File: config.mk
export PLATFORM = sky130hd
export DESIGN_NAME = rfb_frame_builder
export DESIGN_NICKNAME = d
export VERILOG_FILES = /design/src/hdl/rfb_pkg.sv /design/src/hdl/rfb_payload_mem.sv /design/src/hdl/rfb_frame_builder.sv
export VERILOG_INCLUDE_DIRS = /design/src /design/src/hdl
export SDC_FILE = /design/constraint.sdc
export NUM_CORES = 2
export LEC_CHECK = 0
export BUFFER_PORTS_ARGS = -buffer_cell sky130_fd_sc_hd__buf_2
export CAP_MARGIN = 40
export CORE_AREA = 2 2 408 410
export CTS_CLUSTER_DIAMETER = 150
export DETAILED_ROUTE_END_ITERATION = 7
export DIE_AREA = 0 0 410 412
export PLACE_DENSITY = 0.74
export SYNTH_ARGS = -nofsm -noshare
export SYNTH_HDL_FRONTEND = slang
export SYNTH_HIERARCHICAL = 1
export SYNTH_SLANG_ARGS = --single-unit
File: constraint.sdc
create_clock -name i_clk_sys -period 3.29 [get_ports i_clk_sys]
set_input_delay 0.987 -clock i_clk_sys [delete_from_list [all_inputs] [get_ports i_clk_sys]]
set_output_delay 0.987 -clock i_clk_sys [all_outputs]
set_load 0.05 [all_outputs]
File: src/hdl/rfb_consts.svh
// constants of the received-packet frame builder: bytes, positions, bits
// assumes inclusion by bare name from the frame builder module
//
// Operation
// RULE1 - each received packet leaves as one frame, type 0x90 or 0x91 at position 3.
// RULE2 - plain 0x90 frames are produced only while the format select is 0.
// RULE3 - with format select at 1 a packet leaves as an explicit 0x91 frame.
// RULE4 - 0x7e, then a high-first length counting type through payload bytes.
// RULE5 - the last byte is 0xff minus the low sum byte of position 3 onward.
// RULE6 - positions 4 to 11 hold the 64-bit sender address, top byte first.
// RULE7 - options bit 0 marks an acknowledged packet and bit 1 a broadcast.
// RULE8 - options bits 7:6 carry the delivery method code 01, 10 or 11.
// RULE9 - in the explicit frame position 14 holds the source endpoint.
// RULE10 - in the explicit frame position 15 holds the destination endpoint.
// RULE11 - explicit positions 16, 17 carry the cluster id, high byte first.
// RULE12 - explicit positions 18, 19 carry the profile id, high byte first.
// RULE13 - 12, 13 hold reserved bytes; payload follows the options byte.
`ifndef RFB_CONSTS_SVH
`define RFB_CONSTS_SVH

`define RFB_DELIM        8'h7e
`define RFB_TYPE_PLAIN   8'h90
`define RFB_TYPE_EXPL    8'h91
`define RFB_CSUM_BASE    8'hff
`define RFB_RSV_HI       8'hff
`define RFB_RSV_LO       8'hfe

`define RFB_POS_DELIM    16'd0
`define RFB_POS_LEN_HI   16'd1
`define RFB_POS_LEN_LO   16'd2
`define RFB_POS_TYPE     16'd3
`define RFB_POS_ADDR_MSB 16'd4
`define RFB_POS_ADDR_LSB 16'd11
`define RFB_POS_RSV_HI   16'd12
`define RFB_POS_RSV_LO   16'd13
`define RFB_POS_P_OPT    16'd14
`define RFB_POS_P_DATA   16'd15
`define RFB_POS_SRC_EP   16'd14
`define RFB_POS_DST_EP   16'd15
`define RFB_POS_CLU_HI   16'd16
`define RFB_POS_CLU_LO   16'd17
`define RFB_POS_PRO_HI   16'd18
`define RFB_POS_PRO_LO   16'd19
`define RFB_POS_X_OPT    16'd20
`define RFB_POS_X_DATA   16'd21

`define RFB_OPT_ACK_BIT   0
`define RFB_OPT_BCAST_BIT 1
`define RFB_OPT_METH_LSB  6

`define RFB_RST_BYTE     8'h00
`define RFB_RST_POS      16'h0000

`endif

File: src/hdl/rfb_pkg.sv
// types shared by the received-packet frame builder
// assumes the constants header sits beside it
package rfb_pkg;

	// sequencer states; one byte takes fetch, load and hold
	typedef enum logic [2:0] {
		RFB_ST_IDLE  = 3'b000,
		RFB_ST_CAPT  = 3'b001,
		RFB_ST_FETCH = 3'b010,
		RFB_ST_LOAD  = 3'b011,
		RFB_ST_HOLD  = 3'b100
	} rfb_state_t;

endpackage

File: src/hdl/rfb_payload_mem.sv
// payload store of the frame builder: one write port, one registered read
// assumes a single clock and a synchronous active-low reset
`timescale 1ns/1ns
module rfb_payload_mem #(
	parameter int DEPTH = 256,
	parameter int AW    = $clog2(DEPTH)
) (
	input  wire logic          i_clk_sys,
	input  wire logic          i_rst_n,
	input  wire logic          i_wr_en,
	input  wire logic [AW-1:0] i_wr_addr,
	input  wire logic [7:0]    i_wr_data,
	input  wire logic [AW-1:0] i_rd_addr,
	output logic      [7:0]    o_rd_data
);

	logic [7:0] mem_r [DEPTH];

	// array left unreset; only written bytes are ever read back
	always_ff @(posedge i_clk_sys) begin
		if (i_wr_en) begin
			mem_r[i_wr_addr] <= i_wr_data;
		end
	end

	// read data one cycle after the address
	always_ff @(posedge i_clk_sys) begin
		if (!i_rst_n) begin
			o_rd_data <= 8'h00;
		end else begin
			o_rd_data <= mem_r[i_rd_addr];
		end
	end

endmodule // rfb_payload_mem

File: src/hdl/rfb_frame_builder.sv
// received-packet frame builder: stores one payload, then emits the
// serial api frame byte by byte toward the uart transmitter
// assumes radio side and uart side on i_clk_sys, uart side drains bytes
`timescale 1ns/1ns
`include "rfb_consts.svh"
module rfb_frame_builder #(
	parameter int DEPTH = 256,
	parameter int AW    = $clog2(DEPTH)
) (
	input  wire logic        i_clk_sys,
	input  wire logic        i_rst_n,
	input  wire logic        i_api_output_format_select,
	input  wire logic        i_rx_start,  // header fields valid
	input  wire logic [63:0] i_rx_src_addr,
	input  wire logic        i_rx_ack,
	input  wire logic        i_rx_bcast,
	input  wire logic [1:0]  i_rx_method,
	input  wire logic [7:0]  i_rx_src_ep,
	input  wire logic [7:0]  i_rx_dst_ep,
	input  wire logic [15:0] i_rx_cluster,
	input  wire logic [15:0] i_rx_profile,
	input  wire logic        i_rx_valid,  // payload byte
	input  wire logic [7:0]  i_rx_data,
	input  wire logic        i_rx_last,
	output logic             o_rx_ready,
	output logic             o_busy,
	output logic             o_tx_valid,
	output logic [7:0]       o_tx_data,
	output logic             o_tx_last,
	input  wire logic        i_tx_ready
);

	rfb_pkg::rfb_state_t state_r;
	rfb_pkg::rfb_state_t state_nxt;
	logic [15:0]   pos_r;
	logic [15:0]   pos_nxt;
	logic [15:0]   plen_r;
	logic [15:0]   plen_nxt;
	logic [7:0]    sum_r;
	logic [7:0]    sum_nxt;
	logic          fmt_r;
	logic          fmt_nxt;
	logic [63:0]   src_r;
	logic [63:0]   src_nxt;
	logic [7:0]    opt_r;
	logic [7:0]    opt_nxt;
	logic [7:0]    sep_r;
	logic [7:0]    sep_nxt;
	logic [7:0]    dep_r;
	logic [7:0]    dep_nxt;
	logic [15:0]   clu_r;
	logic [15:0]   clu_nxt;
	logic [15:0]   pro_r;
	logic [15:0]   pro_nxt;
	logic          rx_ready_nxt;
	logic          busy_nxt;
	logic          tx_valid_nxt;
	logic [7:0]    tx_data_nxt;
	logic          tx_last_nxt;
	logic [15:0]   data_pos;
	logic [15:0]   len_val;
	logic [15:0]   last_pos;
	logic [2:0]    addr_idx;
	logic [63:0]   addr_sh;
	logic [7:0]    frame_byte;
	logic [7:0]    mem_rd;
	logic [AW-1:0] rd_addr;
	logic          wr_en;

	// frame geometry from the latched format and payload count
	always_comb begin
		data_pos = fmt_r ? `RFB_POS_X_DATA : `RFB_POS_P_DATA; // RULE13
		len_val  = data_pos - `RFB_POS_TYPE + plen_r; // RULE4
		last_pos = data_pos + plen_r;
		addr_idx = 3'(`RFB_POS_ADDR_LSB - pos_r);
		addr_sh  = src_r >> {addr_idx, 3'b000};
		rd_addr  = AW'(pos_r - data_pos);
	end

	// bytes past the store depth are dropped, the count saturates
	assign wr_en = (state_r == rfb_pkg::RFB_ST_CAPT) && i_rx_valid &&
		(plen_r < 16'(DEPTH));

	rfb_payload_mem #(
		.DEPTH (DEPTH),
		.AW    (AW)
	) u_mem (
		.i_clk_sys (i_clk_sys),
		.i_rst_n   (i_rst_n),
		.i_wr_en   (wr_en),
		.i_wr_addr (plen_r[AW-1:0]),
		.i_wr_data (i_rx_data),
		.i_rd_addr (rd_addr),
		.o_rd_data (mem_rd)
	);

	// byte at the current position
	always_comb begin
		frame_byte = `RFB_RST_BYTE;
		if (pos_r == `RFB_POS_DELIM) begin
			frame_byte = `RFB_DELIM; // RULE4
		end else if (pos_r == `RFB_POS_LEN_HI) begin
			frame_byte = len_val[15:8]; // RULE4
		end else if (pos_r == `RFB_POS_LEN_LO) begin
			frame_byte = len_val[7:0]; // RULE4
		end else if (pos_r == `RFB_POS_TYPE) begin
			// RULE1
			frame_byte = fmt_r ? `RFB_TYPE_EXPL : `RFB_TYPE_PLAIN; // RULE2 RULE3
		end else if (pos_r <= `RFB_POS_ADDR_LSB) begin
			frame_byte = addr_sh[7:0]; // RULE6
		end else if (pos_r == `RFB_POS_RSV_HI) begin
			frame_byte = `RFB_RSV_HI; // RULE13
		end else if (pos_r == `RFB_POS_RSV_LO) begin
			frame_byte = `RFB_RSV_LO; // RULE13
		end else if (pos_r == last_pos) begin
			frame_byte = `RFB_CSUM_BASE - sum_r; // RULE5
		end else if (pos_r >= data_pos) begin
			frame_byte = mem_rd; // RULE13
		end else if (!fmt_r) begin
			frame_byte = opt_r; // RULE7
		end else if (pos_r == `RFB_POS_SRC_EP) begin
			frame_byte = sep_r; // RULE9
		end else if (pos_r == `RFB_POS_DST_EP) begin
			frame_byte = dep_r; // RULE10
		end else if (pos_r == `RFB_POS_CLU_HI) begin
			frame_byte = clu_r[15:8]; // RULE11
		end else if (pos_r == `RFB_POS_CLU_LO) begin
			frame_byte = clu_r[7:0]; // RULE11
		end else if (pos_r == `RFB_POS_PRO_HI) begin
			frame_byte = pro_r[15:8]; // RULE12
		end else if (pos_r == `RFB_POS_PRO_LO) begin
			frame_byte = pro_r[7:0]; // RULE12
		end else begin
			frame_byte = opt_r; // RULE7
		end
	end

	// sequencer: latch header, capture payload, then walk the frame
	always_comb begin
		state_nxt    = state_r;
		pos_nxt      = pos_r;
		plen_nxt     = plen_r;
		sum_nxt      = sum_r;
		fmt_nxt      = fmt_r;
		src_nxt      = src_r;
		opt_nxt      = opt_r;
		sep_nxt      = sep_r;
		dep_nxt      = dep_r;
		clu_nxt      = clu_r;
		pro_nxt      = pro_r;
		tx_valid_nxt = o_tx_valid;
		tx_data_nxt  = o_tx_data;
		tx_last_nxt  = o_tx_last;
		unique case (state_r)
			rfb_pkg::RFB_ST_IDLE: begin
				if (i_rx_start) begin
					// format caught per packet, so a change never splits a frame
					fmt_nxt = i_api_output_format_select; // RULE2 RULE3
					src_nxt = i_rx_src_addr;
					opt_nxt = 8'h00;
					opt_nxt[`RFB_OPT_ACK_BIT] = i_rx_ack; // RULE7
					opt_nxt[`RFB_OPT_BCAST_BIT] = i_rx_bcast; // RULE7
					opt_nxt[`RFB_OPT_METH_LSB +: 2] = i_rx_method; // RULE8
					sep_nxt   = i_rx_src_ep;
					dep_nxt   = i_rx_dst_ep;
					clu_nxt   = i_rx_cluster;
					pro_nxt   = i_rx_profile;
					plen_nxt  = `RFB_RST_POS;
					pos_nxt   = `RFB_RST_POS;
					sum_nxt   = `RFB_RST_BYTE;
					state_nxt = rfb_pkg::RFB_ST_CAPT;
				end
			end
			rfb_pkg::RFB_ST_CAPT: begin
				if (i_rx_valid) begin
					if (plen_r < 16'(DEPTH)) begin
						plen_nxt = plen_r + 16'd1;
					end
					if (i_rx_last) begin
						state_nxt = rfb_pkg::RFB_ST_FETCH;
					end
				end
			end
			rfb_pkg::RFB_ST_FETCH: begin
				// gives the store one cycle to present the payload byte
				state_nxt = rfb_pkg::RFB_ST_LOAD;
			end
			rfb_pkg::RFB_ST_LOAD: begin
				tx_valid_nxt = 1'b1;
				tx_data_nxt  = frame_byte;
				tx_last_nxt  = (pos_r == last_pos);
				state_nxt    = rfb_pkg::RFB_ST_HOLD;
			end
			rfb_pkg::RFB_ST_HOLD: begin
				if (i_tx_ready) begin
					tx_valid_nxt = 1'b0;
					tx_last_nxt  = 1'b0;
					if (pos_r >= `RFB_POS_TYPE && !o_tx_last) begin
						sum_nxt = sum_r + o_tx_data; // RULE5
					end
					if (o_tx_last) begin
						state_nxt = rfb_pkg::RFB_ST_IDLE; // RULE1
					end else begin
						pos_nxt   = pos_r + 16'd1;
						state_nxt = rfb_pkg::RFB_ST_FETCH;
					end
				end
			end
			default: begin
				state_nxt = rfb_pkg::RFB_ST_IDLE;
			end
		endcase
		rx_ready_nxt = (state_nxt == rfb_pkg::RFB_ST_CAPT);
		busy_nxt     = (state_nxt != rfb_pkg::RFB_ST_IDLE);
	end

	// state registers
	always_ff @(posedge i_clk_sys) begin
		if (!i_rst_n) begin
			state_r    <= rfb_pkg::RFB_ST_IDLE;
			pos_r      <= `RFB_RST_POS;
			plen_r     <= `RFB_RST_POS;
			sum_r      <= `RFB_RST_BYTE;
			fmt_r      <= 1'b0;
			src_r      <= 64'h0;
			opt_r      <= `RFB_RST_BYTE;
			sep_r      <= `RFB_RST_BYTE;
			dep_r      <= `RFB_RST_BYTE;
			clu_r      <= 16'h0000;
			pro_r      <= 16'h0000;
			o_rx_ready <= 1'b0;
			o_busy     <= 1'b0;
			o_tx_valid <= 1'b0;
			o_tx_data  <= `RFB_RST_BYTE;
			o_tx_last  <= 1'b0;
		end else begin
			state_r    <= state_nxt;
			pos_r      <= pos_nxt;
			plen_r     <= plen_nxt;
			sum_r      <= sum_nxt;
			fmt_r      <= fmt_nxt;
			src_r      <= src_nxt;
			opt_r      <= opt_nxt;
			sep_r      <= sep_nxt;
			dep_r      <= dep_nxt;
			clu_r      <= clu_nxt;
			pro_r      <= pro_nxt;
			o_rx_ready <= rx_ready_nxt;
			o_busy     <= busy_nxt;
			o_tx_valid <= tx_valid_nxt;
			o_tx_data  <= tx_data_nxt;
			o_tx_last  <= tx_last_nxt;
		end
	end

	// checker side: running sum of emitted bytes from the type byte on
	logic [7:0] chk_r;
	logic       hs;
	assign hs = o_tx_valid && i_tx_ready;
	always_ff @(posedge i_clk_sys) begin
		if (!i_rst_n || state_r == rfb_pkg::RFB_ST_IDLE) begin
			chk_r <= 8'h00;
		end else if (hs && pos_r >= `RFB_POS_TYPE) begin
			chk_r <= chk_r + o_tx_data;
		end
	end
endmodule // rfb_frame_builder

==> flow_summary.toml <==
[critical_path]
crit_chain = "fa_4 -> a31o_4 -> xor2_4 -> buf_12 -> buf_4 -> clkinv_2 -> buf_4 -> buf_6 -> buf_4 -> buf_4 -> mux2i_1 -> a311oi_2 -> nand4_1 -> o22ai_1"
required_ns = 4.09
ff2ff_path_depth = 14
r2r_start = "pos_r[0]$_SDFFE_PN0P_"
start_kind = "flop"
crit_type = "flop to flop"
reg2reg_slack_ns = -0.36
critPathArrivalTime_ns = 4.45
endpoint_kind = "flop"
worst_path_max_delay_cell = "a311oi_2"
max_stage_delay_ns = 0.57
crit_top_cell = "buf_4"
r2r_end = "u_mem/o_rd_data[5]$_SDFF_PN0_"
crit_fanout = 8

[route]
postRouteAntennaNets = 0
via_per_inst = 6.46
drc = 0
wl_mm = 258
vias = 55410
first_pass_iters = 8
drtIter0Drc = 8152
post_drt_wl_per_cell_um = 30.1

[place]
gp_congestion = 0.994
placed_area_mm2 = 0.0998
dp_slack_ns = -0.782
dp_hpwl_mm = 170
dp_cells = 8145
numPortBuffers = 142

[finish]
nFillCells = 10588
final_cells = 8579
ff_latch_area_mm2 = 0.0651
drive_gt1_share_pct = 29.9
multi_input_area_mm2 = 0.0236
finish.instance_area_mm2 = 0.108
nNetsFinal = 6363
synthToLayoutAreaGrowth_pct = 19.9
post-route-util_pct = 65.8

[timing]
clock_skew_ns = 0.0800
relSlewSlack_pct = 37.7
tightest_slew_ns = 0.933
maxSlewViolCount = 0
final_hold_viol_count = 0
fin_crit_sh_pct = 111
min_period_ns = 3.65
setup_viol = 8
rsz0062_at_grt = "true"
worst_slack_ns = -0.360
fmax_mhz = 274
setup_tns_ns = -1.75

[global_routing]
grt_pass1_vias = 54400
grt_usage_pct = 30.5
grt_overflow = 0
antenna_found_initial = 7
grt_pass1_wl_mm = 373
grt_start_max_net_pins = 98

[clocking]
cts_max_level = 4
clk_pin_slew_worst_paths_ns = 0.06
insertion_delay_ns = 0.89
cts_buffers = 213
cts.path.max_buffers = 3
clock-sinks = 2228
cts_root_buf = "clkbuf_16"
cts_tree = "yes"
cts_hold_buffers = 0

[logic_synthesis]
syn_inst = 5233
synth_cell_types = 100
synth_nets = 5389
synth_area_mm2 = 0.0902
synth_flop_cell = "edfxtp_1"
async_flop_share_pct = 0
synth_seq_cells = 2228
synth-edff-count = 2048
avgSynthCellArea_um2 = 17.2
seq_area_frac_synth_pct = 72.2
synth_warnings = 6

[run_status]
violations = "negative setup slack"
status = "complete, but fails checks"

[power]
power_density_mw_per_mm2 = 569
leakagePower_nw = 38.3
vdd_drop_max_uv = 595

[die]
die_x_um = 410
die-area_mm2 = 0.169
io_pins = 143
core-area_mm2 = 0.164
start_util_pct = 54.9
rows = 149
fp.dieH_um = 412

[worst_hold_path]
min_path_type = "input pin to flop"
hold_end = "sep_r[6]$_SDFFE_PN0P_"
holdPathStages = 3
min_from = "i_rx_src_ep[6]"

[flow_run]
drv_cap = 0
through the flow:
step | power (mW) | hold slack, ns
2_1_floorplan | 34.7 | 0.438
5_1_grt | 63.0 | 0.379
3_3_place_gp | 37.2 | 0.447
6_report | 61.5 | 0.393
3_5_place_dp | 37.3 | 0.458
4_1_cts | 61.6 | 0.349
area by class of cell:
| type | count | share of cell area (%) |
|---|---|---|
| Sequential cell | 2228 | 60.2 |
| Inverter | 19 | 0.0741 |
| Antenna cell | 3 | 0.00694 |
| Clock inverter | 135 | 1.36 |
| Multi-Input combinational cell | 2646 | 21.8 |
| Tap cell | 2189 | 2.53 |
| Timing Repair Buffer | 1099 | 8.83 |
| Clock buffer | 260 | 5.15 |
worst max-delay path: cells and delay by family (launching register included):
kind	cells	cell delay, ns
muxes	1	0.14
adders and majority gates	1	0.51
AOI/OAI and AO/OA	3	1.10
and+or+nand+nor	1	0.36
DFF	1	0.33
xor gates and xnor gates	1	0.16
buffers and inverters	7	0.97
cell families (layout without fill, tap and decap cells):
kind of cell | Yosys count | after routing | share of synthesized area, %
DFF | 2228 | 2228 | 72.2
and+or+nand+nor | 1127 | 1127 | 5.58
AOI/OAI and AO/OA | 728 | 728 | 5.69
muxes | 701 | 701 | 13.1
buffers and inverters | 359 | 1513 | 2.44
xor gates and xnor gates | 65 | 65 | 0.631
adders and majority gates | 25 | 25 | 0.380
other | 0 | 3 | 0
Yosys cell counts (all sizes together) (43+ instances only):
cell type	instances	area (µm²)
a21boi	127	953
o21ai	65	325
a21oi	107	536
o22ai	110	694
mux2i	322	3220
a211oi	55	413
buf	164	1400
nand3	81	410
nand2	446	1670
o221ai	80	707
nor3	44	225
dfxtp	180	3600
edfxtp	2048	61500
mux4	377	8580
clkbuf	176	733
a22oi	43	328
nor2	360	1350
registers in the layout (all words and copies together) (netlist names), 3 cells and up:
signal           flops
u_mem/mem_r       2048
src_r               64
clu_r               16
plen_r              16
pos_r               16
pro_r               16
dep_r                8
o_tx_data            8
sep_r                8
sum_r                8
u_mem/o_rd_data      8
opt_r                4
state_r              3
how the worst max path moves through the flow:
stage / startpoint / to / slack (ns) / depth (start not counted)
4_1_cts: pos_r[0]$_SDFFE_PN0P_ / u_mem/o_rd_data[5]$_SDFF_PN0_ / -0.15 / 15
2_1_floorplan: pos_r[0]$_SDFFE_PN0P_ / u_mem/o_rd_data[2]$_SDFF_PN0_ / 0.04 / 14
6_report: pos_r[0]$_SDFFE_PN0P_ / u_mem/o_rd_data[5]$_SDFF_PN0_ / -0.36 / 14
3_5_place_dp: pos_r[1]$_SDFFE_PN0P_ / u_mem/o_rd_data[5]$_SDFF_PN0_ / -0.78 / 13
5_1_grt: fmt_r$_SDFFE_PN0P_ / u_mem/o_rd_data[5]$_SDFF_PN0_ / -0.38 / 16
3_3_place_gp: pos_r[1]$_SDFFE_PN0P_ / u_mem/o_rd_data[5]$_SDFF_PN0_ / -0.73 / 14
report_power, final:
part | switching [mW] | leakage (nW) | internal (mW) | total, mW
clock network | 10.9 | 3.40 | 13.6 | 24.5
registers | 0.114 | 19.9 | 31.0 | 31.1
logic | 3.41 | 15.0 | 2.51 | 5.91
placed cells by master (no fill, tap or decap), drive strengths merged, types with 11 or more instances in the layout:
cell type  instances
a211oi            55
a21boi           127
a21o              13
a21oi            107
a22oi             43
a31oi             17
and2              16
and3              14
buf             1085
bufinv            19
clkbuf           269
clkinv           103
dfxtp            180
edfxtp          2048
ha                21
inv               23
mux2i            322
mux4             377
nand2            446
nand2b            11
nand3             81
nand4             38
nor2             360
nor2b             24
nor3              44
nor4              30
o211ai            14
o21ai             65
o221ai            80
o22ai            110
o31ai             13
xnor2             34
xor2              31
layer usage:
| metal | vias to the layer above | GRT usage [%] | wire length [µm] |
|---|---|---|---|
| li1 | 22818 | - | - |
| met1 | 27958 | 40.2 | 91800 |
| met2 | 3845 | 47.8 | 120000 |
| met3 | 783 | 7.23 | 30800 |
| met4 | 6 | 15.4 | 15400 |
| met5 | - | 0 | 35 |
timing repair:
item,4_1_cts,5_1_grt
hold endpoints to repair,0,0
resized for setup,112,46
endpoints found under the setup margin,8,17
pin swaps,35,28
cloned,5,1
buffers inserted,30,6
Power figures use the tool's default switching activity.
